==> config.mk <==
export PLATFORM = sky130hd
export DESIGN_NAME = dam_top
export DESIGN_NICKNAME = d
export VERILOG_FILES = /design/src/hw/dam_pkg.sv /design/src/hw/dam_mux_if.sv /design/src/hw/dam_addr_mux.sv /design/src/hw/dam_ems_ctrl.sv /design/src/hw/dam_top.sv
export SDC_FILE = /design/constraint.sdc
export NUM_CORES = 1
export LEC_CHECK = 0
export BUFFER_PORTS_ARGS = -buffer_cell sky130_fd_sc_hd__buf_4
export CAP_MARGIN = 25
export CELL_PAD_IN_SITES_DETAIL_PLACEMENT = 0
export CELL_PAD_IN_SITES_GLOBAL_PLACEMENT = 1
export CORE_ASPECT_RATIO = 1.2
export CORE_MARGIN = 3
export CORE_UTILIZATION = 47
export CTS_BUF_LIST = sky130_fd_sc_hd__clkbuf_4 sky130_fd_sc_hd__clkbuf_8 sky130_fd_sc_hd__clkbuf_16
export CTS_CLUSTER_SIZE = 20
export DETAILED_ROUTE_END_ITERATION = 8
export PLACE_DENSITY = 0.73
export REMOVE_ABC_BUFFERS = 1
export SLEW_MARGIN = 20
export SYNTH_ARGS = -nofsm -noshare
export SYNTH_HDL_FRONTEND = slang
export SYNTH_SLANG_ARGS = --single-unit
==> constraint.sdc <==
create_clock -name pclk -period 3 [get_ports pclk]
set_clock_uncertainty 0.15 [all_clocks]
set_input_delay 0.6 -clock pclk [delete_from_list [all_inputs] [get_ports pclk]]
set_output_delay 0.6 -clock pclk [all_outputs]
set_load 0.005 [all_outputs]
==> src/hw/dam_pkg.sv <==
// constants and types shared by the dram address mux and expanded_map_control_boundary
package dam_pkg;

  // ----------------------------------------------------------------
  // bus geometry
  // ----------------------------------------------------------------
  localparam int          APB_ADDR_W    = 20;
  localparam int          APB_DATA_W    = 32;

  // ----------------------------------------------------------------
  // register indexes, byte address is four times the index
  // ----------------------------------------------------------------
  localparam logic [17:0] IDX_EMS_CTRL  = 18'h06872;
  localparam logic [17:0] IDX_BANK_CFG  = 18'h00000;
  localparam logic [17:0] IDX_POINTER   = 18'h00001;
  localparam logic [17:0] IDX_PAGE_DATA = 18'h00002;
  localparam logic [17:0] IDX_STATUS    = 18'h00003;

  // ----------------------------------------------------------------
  // control register layout and reset
  // ----------------------------------------------------------------
  localparam int          CTL_W         = 16;
  localparam int          CTL_INC_BIT   = 15;
  localparam int          CTL_LOC_LSB   = 13;
  localparam int          CTL_EN_LSB    = 10;
  localparam int          CTL_RES_BIT   = 7;
  localparam int          CTL_BND_LSB   = 0;
  localparam int          BND_W         = 7;
  localparam logic [15:0] CTL_KEEP_MASK = 16'hecff;
  localparam logic [15:0] CTL_RST       = 16'h0000;

  // frame enable codes
  localparam logic [1:0]  FME_OFF       = 2'b00;
  localparam logic [1:0]  FME_PROG      = 2'b01;
  localparam logic [1:0]  FME_UPPER     = 2'b10;
  localparam logic [1:0]  FME_ALL       = 2'b11;

  // upper frame block start and step between choices
  localparam logic [19:0] UPPER_BASE0   = 20'hc4000;
  localparam logic [19:0] UPPER_STEP    = 20'h04000;

  // ----------------------------------------------------------------
  // page pointer and page registers
  // ----------------------------------------------------------------
  localparam int          PTR_W         = 6;
  localparam int          PAGE_REGS     = 40;
  localparam logic [5:0]  PTR_LAST      = 6'h27;
  localparam logic [5:0]  PTR_RST       = 6'h00;
  localparam logic [15:0] PAGE_RST      = 16'h0000;

  // ----------------------------------------------------------------
  // bank configuration layout
  // ----------------------------------------------------------------
  localparam int          BANK_CFG_W    = 5;
  localparam int          BANK_DEN_LSB  = 0;
  localparam int          BANK_ILV_LSB  = 2;
  localparam int          BANK_PAGE_BIT = 4;
  localparam logic [4:0]  BANK_CFG_RST  = 5'h00;

  typedef enum logic [1:0] {
    DEN_64K, DEN_256K, DEN_1M, DEN_4M
  } dam_density_e;

  typedef enum logic [1:0] {
    ILV_NONE, ILV_2WAY, ILV_4WAY, ILV_RSVD
  } dam_ilv_e;

endpackage

==> src/hw/dam_mux_if.sv <==
// request and result of the dram row/column address multiplexer
`timescale 1ns/100ps
interface dam_mux_if;
  import dam_pkg::*;
  logic [24:0]  cpu_addr;
  dam_density_e density;
  dam_ilv_e     ilv;
  logic         page_mode;
  logic         row_phase;
  logic [10:0]  mux_addr;

  modport ctl (output cpu_addr, density, ilv, page_mode, row_phase,
               input  mux_addr);
  modport mux (input  cpu_addr, density, ilv, page_mode, row_phase,
               output mux_addr);
endinterface

==> src/hw/dam_addr_mux.sv <==
// dram row/column address multiplexer, registered output
`timescale 1ns/100ps
module dam_addr_mux
  import dam_pkg::*;
(
  // clock and reset
  input wire logic pclk,
  input wire logic presetn,
  // multiplexer request and result
  dam_mux_if.mux   m
);

  logic [10:0] mux_d;
  logic [10:0] mux_q;
  logic [2:0]  lvl;

  // ----------------------------------------------------------------
  // mapping helpers
  // ----------------------------------------------------------------
  // page row: fixed top bits, low bits swapped cumulatively by level
  function automatic logic [10:0] page_row(input logic [24:0] a,
                                           input logic [2:0]  l);
    logic [10:0] r;
    r = {a[22], a[20], a[18], a[16], a[15], a[14],
         a[13], a[12], a[11], a[10], a[9]};
    if (l >= 3'd1) r[0] = a[17];
    if (l >= 3'd2) r[1] = a[19];
    if (l >= 3'd3) r[2] = a[21];
    if (l >= 3'd4) r[3] = a[23];
    if (l >= 3'd5) r[4] = a[24];
    return r;
  endfunction

  function automatic logic [2:0] ilv_steps(input dam_ilv_e i);
    case (i)
      ILV_2WAY: return 3'd1;
      ILV_4WAY: return 3'd2;
      default:  return 3'd0;
    endcase
  endfunction

  // ----------------------------------------------------------------
  // selection
  // ----------------------------------------------------------------
  // density plus interleave of the bank being accessed picks one socket wiring
  assign lvl = {1'b0, m.density} + ilv_steps(m.ilv);

  // row and column share the same pins, phase chooses
  always_comb begin
    mux_d = m.cpu_addr[11:1];
    if (m.page_mode) begin
      mux_d = m.row_phase ? page_row(m.cpu_addr, lvl)
                          : m.cpu_addr[11:1];
    end else begin
      case (m.ilv)
        ILV_2WAY: begin
          if (m.row_phase) begin
            mux_d = {m.cpu_addr[11:2], m.cpu_addr[13]};
          end else if (m.density == DEN_1M) begin
            mux_d = {m.cpu_addr[22], m.cpu_addr[20], m.cpu_addr[18],
                     m.cpu_addr[16], m.cpu_addr[15], m.cpu_addr[14],
                     m.cpu_addr[21], m.cpu_addr[12], m.cpu_addr[11],
                     m.cpu_addr[19], m.cpu_addr[17]};
          end else begin
            mux_d = page_row(m.cpu_addr, lvl);
          end
        end
        ILV_4WAY: begin
          // no distinct non-page 4-way wiring, reuse the page one
          mux_d = m.row_phase ? page_row(m.cpu_addr, lvl)
                              : m.cpu_addr[11:1];
        end
        default: begin
          mux_d = m.row_phase ? m.cpu_addr[11:1]
                              : page_row(m.cpu_addr, lvl);
        end
      endcase
    end
  end

  // output flop keeps pin glitches away from the dram
  always_ff @(posedge pclk or negedge presetn) begin
    if (!presetn) begin
      mux_q <= 11'h000;
    end else begin
      mux_q <= mux_d;
    end
  end

  assign m.mux_addr = mux_q;

endmodule

==> src/hw/dam_ems_ctrl.sv <==
// expanded memory control register and its decoded outputs
`timescale 1ns/100ps
module dam_ems_ctrl
  import dam_pkg::*;
(
  // clock and reset
  input  wire logic        pclk,
  input  wire logic        presetn,
  // register write port
  input  wire logic        wr_en,
  input  wire logic [15:0] wdata,
  // address under test for the reserve boundary
  input  wire logic [24:0] cpu_addr,
  // register contents and decoded state
  output logic      [15:0] ctrl_q,
  output logic      [19:0] upper_frame_base_q,
  output logic             upper_map_en_q,
  output logic             lower_map_en_q,
  output logic             page_prog_en_q,
  output logic             reserve_hit_q
);

  logic [1:0]       upper_frame_base_sel;
  logic [1:0]       frame_map_enable;
  logic             boundary_use_enable;
  logic [BND_W-1:0] reserve_start_field;
  logic             hit_d;

  assign upper_frame_base_sel = ctrl_q[CTL_LOC_LSB +: 2];
  assign frame_map_enable     = ctrl_q[CTL_EN_LSB +: 2];
  assign boundary_use_enable  = ctrl_q[CTL_RES_BIT];
  assign reserve_start_field  = ctrl_q[CTL_BND_LSB +: BND_W];

  // ----------------------------------------------------------------
  // control register
  // ----------------------------------------------------------------
  // unused bits are dropped so they can never steer anything
  always_ff @(posedge pclk or negedge presetn) begin
    if (!presetn) begin
      ctrl_q <= CTL_RST;
    end else if (wr_en) begin
      ctrl_q <= wdata & CTL_KEEP_MASK;
    end
  end

  // ----------------------------------------------------------------
  // decoded frame state
  // ----------------------------------------------------------------
  always_ff @(posedge pclk or negedge presetn) begin
    if (!presetn) begin
      upper_frame_base_q <= UPPER_BASE0;
      upper_map_en_q     <= 1'b0;
      lower_map_en_q     <= 1'b0;
      page_prog_en_q     <= 1'b0;
    end else begin
      upper_frame_base_q <= UPPER_BASE0 +
        UPPER_STEP * {18'h00000, upper_frame_base_sel};
      upper_map_en_q <= frame_map_enable == FME_UPPER ||
                        frame_map_enable == FME_ALL;
      lower_map_en_q <= frame_map_enable == FME_ALL;
      page_prog_en_q <= frame_map_enable != FME_OFF;
    end
  end

  // field is one granule below the start, so strictly above reserves
  assign hit_d = boundary_use_enable &&
                 cpu_addr[24:17] > {1'b0, reserve_start_field};

  always_ff @(posedge pclk or negedge presetn) begin
    if (!presetn) begin
      reserve_hit_q <= 1'b0;
    end else begin
      reserve_hit_q <= hit_d;
    end
  end

endmodule

==> src/hw/dam_top.sv <==
// dram address multiplexer and expanded_map_control_boundary with apb register access
`timescale 1ns/100ps

module dam_top
  import dam_pkg::*;
#(
  parameter int NUM_BANKS = 4
)(
  // clock and reset
  input  wire logic                  pclk,
  input  wire logic                  presetn,
  // apb slave
  input  wire logic                  psel,
  input  wire logic                  penable,
  input  wire logic                  pwrite,
  input  wire logic [APB_ADDR_W-1:0] paddr,
  input  wire logic [APB_DATA_W-1:0] pwdata,
  output logic      [APB_DATA_W-1:0] prdata,
  output logic                       pready,
  output logic                       pslverr,
  // memory cycle request
  input  wire logic [24:0]           cpu_addr,
  input  wire logic [1:0]            bank_sel,
  input  wire logic                  row_phase,
  // dram address pins
  output logic      [10:0]           dram_mux_addr_out,
  // expanded memory state
  output logic      [19:0]           upper_frame_base,
  output logic                       upper_map_en,
  output logic                       lower_map_en,
  output logic                       page_prog_en,
  output logic                       reserve_hit,
  output logic      [PTR_W-1:0]      page_pointer
);

  // ----------------------------------------------------------------
  // declarations
  // ----------------------------------------------------------------
  localparam int CFG_W = NUM_BANKS * BANK_CFG_W;

  dam_mux_if mux_bus ();

  logic [APB_DATA_W-1:0] prdata_q;
  logic                  pready_q;
  logic                  pslverr_q;
  logic [CFG_W-1:0]      bank_cfg_q;
  logic [PTR_W-1:0]      ptr_q;
  logic [15:0]           page_mem [PAGE_REGS];
  logic [15:0]           ctrl_q;
  logic                  setup;
  logic                  access;
  logic                  wr_acc;
  logic                  page_acc;
  logic                  ptr_ok;
  logic [17:0]           idx;
  logic                  mapped;
  logic [APB_DATA_W-1:0] rd_d;
  logic [BANK_CFG_W-1:0] cur_cfg;

  // word index from byte address, decode used by mapped, page_acc and every write enable
  function automatic logic is_reg(input logic [APB_ADDR_W-1:0] a,
                                  input logic [17:0]           i);
    return a[1:0] == 2'b00 && a[APB_ADDR_W-1:2] == i;
  endfunction

  // ----------------------------------------------------------------
  // apb decode
  // ----------------------------------------------------------------
  assign setup    = psel && !penable;
  assign access   = psel && penable && pready_q;
  assign wr_acc   = access && pwrite && !pslverr_q;
  assign idx      = paddr[APB_ADDR_W-1:2];
  assign page_acc = access && !pslverr_q && is_reg(paddr, IDX_PAGE_DATA);
  assign ptr_ok   = ptr_q <= PTR_LAST;
  assign mapped   = is_reg(paddr, IDX_EMS_CTRL) ||
                    is_reg(paddr, IDX_BANK_CFG) ||
                    is_reg(paddr, IDX_POINTER)  ||
                    is_reg(paddr, IDX_PAGE_DATA) ||
                    is_reg(paddr, IDX_STATUS);

  // read mux, sampled during setup so data is ready in access phase
  always_comb begin
    rd_d = '0;
    case (idx)
      IDX_EMS_CTRL:  rd_d = {16'h0000, ctrl_q};
      IDX_BANK_CFG:  rd_d = {{(APB_DATA_W-CFG_W){1'b0}}, bank_cfg_q};
      IDX_POINTER:   rd_d = {{(APB_DATA_W-PTR_W){1'b0}}, ptr_q};
      IDX_PAGE_DATA: rd_d = ptr_ok ? {16'h0000, page_mem[ptr_q]} : '0;
      IDX_STATUS:    rd_d = {28'h0000000, reserve_hit, page_prog_en,
                             lower_map_en, upper_map_en};
      default:       rd_d = '0;
    endcase
    if (paddr[1:0] != 2'b00) begin
      rd_d = '0;
    end
  end

  // one wait-free access phase: ready rises for the cycle after setup
  always_ff @(posedge pclk or negedge presetn) begin
    if (!presetn) begin
      pready_q  <= 1'b0;
      pslverr_q <= 1'b0;
      prdata_q  <= '0;
    end else begin
      pready_q <= setup;
      if (setup) begin
        pslverr_q <= !mapped;
        prdata_q  <= rd_d;
      end
    end
  end

  // ----------------------------------------------------------------
  // bank configuration
  // ----------------------------------------------------------------
  always_ff @(posedge pclk or negedge presetn) begin
    if (!presetn) begin
      bank_cfg_q <= {NUM_BANKS{BANK_CFG_RST}};
    end else if (wr_acc && is_reg(paddr, IDX_BANK_CFG)) begin
      bank_cfg_q <= pwdata[CFG_W-1:0];
    end
  end

  // ----------------------------------------------------------------
  // page pointer
  // ----------------------------------------------------------------
  // wraps after the last register so software can sweep all forty
  always_ff @(posedge pclk or negedge presetn) begin
    if (!presetn) begin
      ptr_q <= PTR_RST;
    end else if (wr_acc && is_reg(paddr, IDX_POINTER)) begin
      ptr_q <= pwdata[PTR_W-1:0];
    end else if (page_acc && ctrl_q[CTL_INC_BIT]) begin
      ptr_q <= (ptr_q >= PTR_LAST) ? PTR_RST
                                   : ptr_q + 6'h01;
    end
  end

  // ----------------------------------------------------------------
  // page registers
  // ----------------------------------------------------------------
  // writes dropped while programming is disabled; out-of-range ignored
  always_ff @(posedge pclk or negedge presetn) begin
    if (!presetn) begin
      for (int i = 0; i < PAGE_REGS; i++) begin
        page_mem[i] <= PAGE_RST;
      end
    end else if (page_acc && pwrite && page_prog_en && ptr_ok) begin
      page_mem[ptr_q] <= pwdata[15:0];
    end
  end

  // ----------------------------------------------------------------
  // expanded_map_control_boundary register
  // ----------------------------------------------------------------
  dam_ems_ctrl dam_ems_ctrl_i (
    .pclk               (pclk),
    .presetn            (presetn),
    .wr_en              (wr_acc && is_reg(paddr, IDX_EMS_CTRL)),
    .wdata              (pwdata[15:0]),
    .cpu_addr           (cpu_addr),
    .ctrl_q             (ctrl_q),
    .upper_frame_base_q (upper_frame_base),
    .upper_map_en_q     (upper_map_en),
    .lower_map_en_q     (lower_map_en),
    .page_prog_en_q     (page_prog_en),
    .reserve_hit_q      (reserve_hit)
  );

  // ----------------------------------------------------------------
  // address multiplexer
  // ----------------------------------------------------------------
  // the selected bank's own settings steer the wiring
  assign cur_cfg = bank_cfg_q[bank_sel*BANK_CFG_W +: BANK_CFG_W];

  assign mux_bus.cpu_addr  = cpu_addr;
  assign mux_bus.density   = dam_density_e'(cur_cfg[BANK_DEN_LSB +: 2]);
  assign mux_bus.ilv       = dam_ilv_e'(cur_cfg[BANK_ILV_LSB +: 2]);
  assign mux_bus.page_mode = cur_cfg[BANK_PAGE_BIT];
  assign mux_bus.row_phase = row_phase;

  dam_addr_mux dam_addr_mux_i (
    .pclk    (pclk),
    .presetn (presetn),
    .m       (mux_bus.mux)
  );

  // ----------------------------------------------------------------
  // outputs
  // ----------------------------------------------------------------
  assign dram_mux_addr_out = mux_bus.mux_addr;
  assign prdata            = prdata_q;
  assign pready            = pready_q;
  assign pslverr           = pslverr_q;
  assign page_pointer      = ptr_q;

endmodule

==> impl_metrics.csv, run 1 <==
group,metric,value,unit
power_and_ir_drop,total_power,20.2,mW
synthesis,ys_warn_count,0,
final_layout,seq_area,18000,µm²
drt,via_per_inst,6.17,
sta,slew_headroom,0.489,
worst_hold_path,hold_class,"in -> reg",
sta,setup_viol,0,
worst_setup_path,cp_slowest_cell,"dfrtp_4",
worst_setup_path,critical_path.endpoint_type,"flop",
synthesis,synth_cell_types,80,
drt,drtPass1Iterations,6,
synthesis,ys.flop_type,"dfrtp_1",
sta,worstMarginPinSlew,0.758,ns
placement,gp_congestion,0.867,
outcome,status,"finished clean",
drt,dr.first_iter.drc_count,1631,
drt,drc,0,
final_layout,final_layout_size_suffix_gt1_frac,0.498,
sta,slew_violations,0,
power_and_ir_drop,powerDensity,492,nW/µm²
synthesis,ys_seq_elements,719,
final_layout,nets,2870,
worst_setup_path,required,3.34,ns
final_layout,multiInputGateArea,15200,µm²
drt,wire_per_inst,28.5,µm
final_layout,synthToLayoutAreaGrowth,19.0,%
floorplanning,die_area,76500,µm²
floorplanning,die_h,302,µm
floorplanning,rows,108,
clock_tree,cts_tree,"built",
synthesis,synthesis.area,34400,µm²
drt,routed_wirelength,107000,µm
floorplanning,die_w,253,µm
synthesis,syn_inst,2523,
clock_tree,clk_latency,0.62,ns
synthesis,synth_edf_count,0,
worst_setup_path,critPathArrivalTime,3.32,ns
floorplanning,initial_core_util,0.475,
floorplanning,boundaryPins,160,
worst_setup_path,cp_max_fo,14,
worst_setup_path,cpMostUsedCell,"buf_12",
grt,grt_pass1_wl,161000,µm
clock_tree,cts-root-buf,"clkbuf_16",
grt,grt_max_degree,97,
synthesis,syn_avg_cell_area,13.6,µm²
clock_tree,ctsHtreeMaxLevel,3,
clock_tree,clkTransAtPathRegs,0.06,ns
synthesis,yosys.area.top_type,"dfrtp_1",
synthesis,synth_top_cell_area_share,0.522,
worst_setup_path,critPathBufInv,3,
sta,rsz0062_at_grt,"yes",
drt,postRouteAntennaNets,0,
synthesis,synth_area_leaders,"dfrtp_1 (52%), mux2_2 (24%), mux4_2 (3.7%)",
floorplanning,coreArea,72400,µm²
placement,hpwl,71300,µm
worst_setup_path,cp_slowest_stage_delay,0.51,ns
worst_setup_path,path_class,"reg -> reg",
worst_setup_path,path_cells,"buf_12 > buf_12 > and2_1 > buf_4 > a222oi_1 > o21ai_0 > a211o_1 > a221o_1",
sta,min_period_over_period,0.991,
sta,finalCriticalPeriod,2.97,ns
grt,grt_pass1_vias,24500,
clock_tree,cts-buffers-inserted,75,
sta,fmax,0.336,GHz
clock_tree,cts_num_sinks,719,
sta,hold_slack,0.0634,ns
synthesis,ys_seq_area_frac,0.523,
drt,vias,23300,
power_and_ir_drop,irDropWorstVdd,0.358,mV
placement,io_buffers,117,
worst_setup_path,crit_family,"compound AO/OA/AOI/OAI gates",
sta,hold_viol_final,0,
clock_tree,clock_path_buffers,3,
run,drv_cap,0,
grt,antenna_found_initial,2,
power_and_ir_drop,power.leakage,19.7,nW
final_layout,fillers,5796,
grt,grt_usage,0.284,
synthesis,async_reset_ff_frac,1.00,
worst_setup_path,cp-start-kind,"flop",
grt,grt-ovfl-total,0,
## routing by layer
metal	track usage	wire length, µm
met1	0.364	43900
met2	0.478	51900
met3	0.0361	5860
met4	0.142	5730
met5	0	0
## registers in the layout, indices dropped and copies added, names as in the netlist, 3 cells and up
signal                             flops
page_mem                             640
dam_ems_ctrl_i.ctrl_q                 13
dam_ems_ctrl_i.upper_frame_base_q      3
page_pointer                           6
prdata                                20
bank_cfg_q                            20
dam_addr_mux_i.m.mux_addr             11
## through the flow
stage	cells	utilization	setup TNS (ns)	cell area, µm²	setup WS (ns)
global placement	3619	0.526	-105.72	38100	-0.471
floorplan	2304	-	-2636.75	33200	-4.91
detailed placement	3619	0.526	-119.32	38100	-0.409
finish	3768	0.565	0	40900	0.0273
global route	3765	0.565	-0.165	40900	-0.0670
CTS	3759	0.563	0	40800	0.00454
## layout by cell type, fill, tap and decap left out, drive strengths merged, types with 9 or more instances in the layout
cell type / Yosys / layout
a21oi: 41 / 41
o21ai: 46 / 46
conb: 2 / 29
a22oi: 58 / 58
clkinv: 1 / 15
nor3: 19 / 19
mux4: 57 / 57
mux2: 739 / 739
dfrtp: 718 / 718
ha: 13 / 13
o22ai: 28 / 28
buf: 110 / 389
a222oi: 10 / 10
o221ai: 9 / 9
nand2: 85 / 85
nand4: 12 / 12
a221oi: 78 / 78
nand2b: 10 / 10
nor2: 88 / 88
clkbuf: 136 / 113
a22o: 19 / 19
inv: 27 / 28
a211oi: 9 / 9
nand3: 9 / 9
a221o: 17 / 17
mux2i: 59 / 59
nor2b: 11 / 11
## cell usage after synthesis, drive strengths merged (41+ instances only)
master and n:
nand2 85, dfrtp 718, mux2 739, a221oi 78, mux2i 59, clkbuf 136, mux4 57, o21ai 46
nor2 88, buf 110, a22oi 58, a21oi 41
## worst paths after layout
kind                                      startpoint                       endpoint  slack, ns  cells after the start
min in group asynchronous                    presetn                  page_mem[155]       0.43                      2
setup reg to reg                     page_pointer[1]                     prdata[12]       0.03                      8
hold reg to reg            dam_ems_ctrl_i.ctrl_q[11]  dam_ems_ctrl_i.upper_map_en_q       0.32                      0
max in group asynchronous                    presetn                  page_mem[548]       1.26                      3
setup / recovery                     page_pointer[1]                     prdata[12]       0.03                      8
hold / removal                           cpu_addr[8]   dam_addr_mux_i.m.mux_addr[7]       0.06                      2
## cells by family after synthesis
group / count (synthesis) / share of synthesized area
multiplexers: 855 / 0.296
other: 2 / 0.000218
buffers and inverters: 274 / 0.0416
flip-flops: 719 / 0.523
AO/OA/AOI/OAI: 372 / 0.0810
AND/OR/NAND/NOR: 287 / 0.0525
adder cells (fa/ha/maj): 14 / 0.00531
## repair_timing
item	4_1_cts	5_1_grt
hold buffers	1	0
resized for setup	8	20
endpoints found under the setup margin	23	25
pin swaps	2	11
hold endpoints to repair	35	0
buffers inserted	3	6
## layout make-up
cell class / instances / share of cell area
diodes: 3 / 0.000183
clock buffers: 113 / 0.0564
clock inverters: 23 / 0.00770
inverters: 28 / 0.00257
multi-input cells: 1557 / 0.371
flip-flops and latches: 719 / 0.440
well taps: 935 / 0.0286
repair buffers: 390 / 0.0939
## power breakdown
part	switching [mW]	total [mW]	leakage (nW)	internal, mW
Sequential	0.00359	9.71	9.96	9.71
Combinational	0.478	0.632	8.39	0.154
Clock	3.87	9.81	1.32	5.94
Total	4.35	20.2	19.7	15.8
No activity file was read; power rests on OpenSTA's default activity.
==> run 2, diff against run 1 <==
- CORE_ASPECT_RATIO: 1.2 -> 0.6
==> impl_metrics.csv, run 2 (synthesized netlist as in run 1, its figures left out) <==
group,metric,value,unit
outcome,status,"finished clean",
worst_setup_path,required,3.35,ns
worst_setup_path,r2r_slack,0.02,ns
worst_setup_path,cp-start-kind,"flop",
grt,grt_pass1_vias,24200,
sta,slew_headroom,0.529,
sta,setup_viol,0,
sta,rsz0062_at_grt,"yes",
final_layout,final_cell_mix,"mux2_2 (736), dfrtp_1 (715), buf_4 (306), nand2_1 (83), a221oi_1 (75)",
worst_setup_path,cp_max_fo,21,
final_layout,regMostFlops,"page_mem",
grt,grt-ovfl-total,0,
drt,wire_per_inst,29.8,µm
final_layout,synthToLayoutAreaGrowth,18.2,%
drt,vias,23800,
final_layout,fillers,5846,
worst_hold_path,hold_class,"in -> reg",
floorplanning,die_area,76600,µm²
power_and_ir_drop,power.leakage,19.5,nW
floorplanning,die_w,355,µm
clock_tree,cts-root-buf,"clkbuf_16",
final_layout,mostFrequentLayoutCell,"mux2_2",
placement,placed_cells,3652,
grt,antenna_found_initial,5,
clock_tree,ctsHtreeMaxLevel,3,
placement,io_buffers,117,
placement,gp_congestion,0.926,
drt,via_per_inst,6.29,
run,drv_cap,0,
sta,finalCriticalPeriod,2.98,ns
final_layout,largest_reg_flops,640,
power_and_ir_drop,total_power,19.3,mW
final_layout,fin_area,40700,µm²
drt,postRouteAntennaNets,0,
drt,routed_wirelength,113000,µm
worst_setup_path,critPathArrivalTime,3.33,ns
drt,drc,0,
drt,dr.first_iter.drc_count,2552,
floorplanning,rows,76,
worst_hold_path,hold_depth,2,
final_layout,final_layout_size_suffix_gt1_frac,0.496,
worst_setup_path,ff2ff_path_depth,10,
final_layout,nets,2858,
placement,placed_area,38200,µm²
floorplanning,die_h,216,µm
worst_setup_path,critical_path.endpoint_type,"flop",
clock_tree,clk_latency,0.64,ns
drt,drtPass1Iterations,6,
grt,grt_pass1_wl,166000,µm
sta,hold_viol_final,0,
floorplanning,initial_core_util,0.477,
floorplanning,coreArea,72100,µm²
grt,grt_usage,0.294,
sta,min_period_over_period,0.993,
floorplanning,boundaryPins,160,
final_layout,fin_cells,3784,
worst_setup_path,path_class,"reg -> reg",
sta,fmax,0.336,GHz
power_and_ir_drop,powerDensity,474,nW/µm²
clock_tree,clock_path_buffers,3,
clock_tree,cts-buffers-inserted,70,
power_and_ir_drop,irDropWorstVdd,0.421,mV
sta,worstMarginPinSlew,0.701,ns
clock_tree,cts_num_sinks,719,
clock_tree,cts_tree,"built",
sta,slew_violations,0,
clock_tree,clkTransAtPathRegs,0.06,ns
placement,hpwl,75700,µm
grt,grt_max_degree,112,
[run 2: layout make-up]
cell class	instances	area [µm²]	area share
flip-flops and latches	719	18000	0.443
inverters	28	105	0.00259
diodes	1	2.50	0.0000615
multi-input cells	1557	15200	0.375
clock buffers	105	2110	0.0519
well taps	975	1220	0.0300
repair buffers	383	3820	0.0939
clock inverters	16	161	0.00397
[run 2: per-layer routing]
metal	GRT usage	vias to the layer above	routed length, µm
li1	-	9825	-
met1	0.452	12800	52200
met2	0.415	1022	47700
met3	0.0768	151	10600
met4	0.0629	0	2130
met5	0	-	0
[run 2: final timing paths]
kind / from / end
max in group asynchronous: presetn / page_mem[330]
max: page_pointer[0] / prdata[3]
min: pwdata[17] / bank_cfg_q[17]
min reg2reg: page_mem[358] / page_mem[358]
min in group asynchronous: presetn / page_mem[268]
max reg2reg: page_pointer[0] / prdata[3]
[run 2: through the flow]
step / setup slack, ns / util / hold WS, ns / TNS, ns
2_1_floorplan: -4.91 / - / 0.154 / -2636.75
3_3_place_gp: -0.479 / 0.529 / 0.318 / -70.55
3_5_place_dp: -0.453 / 0.529 / 0.327 / -72.52
4_1_cts: 0.0204 / 0.562 / 0.0181 / 0
5_1_grt: -0.0413 / 0.564 / 0.0318 / -0.0777
6_report: 0.0202 / 0.564 / 0.0521 / 0
[run 2: power breakdown]
group	total (mW)	switching, mW	internal (mW)
Clock	8.89	3.83	5.06
Combinational	0.659	0.502	0.157
Sequential	9.71	0.00442	9.71
Total	19.3	4.33	14.9
[run 2: repair_timing]
| item | 4_1_cts | 5_1_grt |
|---|---|---|
| hold buffers | 1 | 0 |
| setup endpoints to repair | 8 | 12 |
| endpoints found under the hold margin | 45 | 0 |
| resized for setup | 15 | 19 |
| buffers inserted | 1 | 8 |
| pin swaps | 3 | 11 |
| cloned | 0 | 0 |
[run 2: worst max-delay path, stage by stage (launching register included)]
cell	delay [ns]
dfrtp_4	0.54
buf_12	0.20
and2_1	0.29
buf_4	0.21
buf_4	0.21
a221o_1	0.36
o21ai_1	0.16
a21oi_1	0.14
a211oi_2	0.30
buf_4	0.16
o221ai_1	0.11
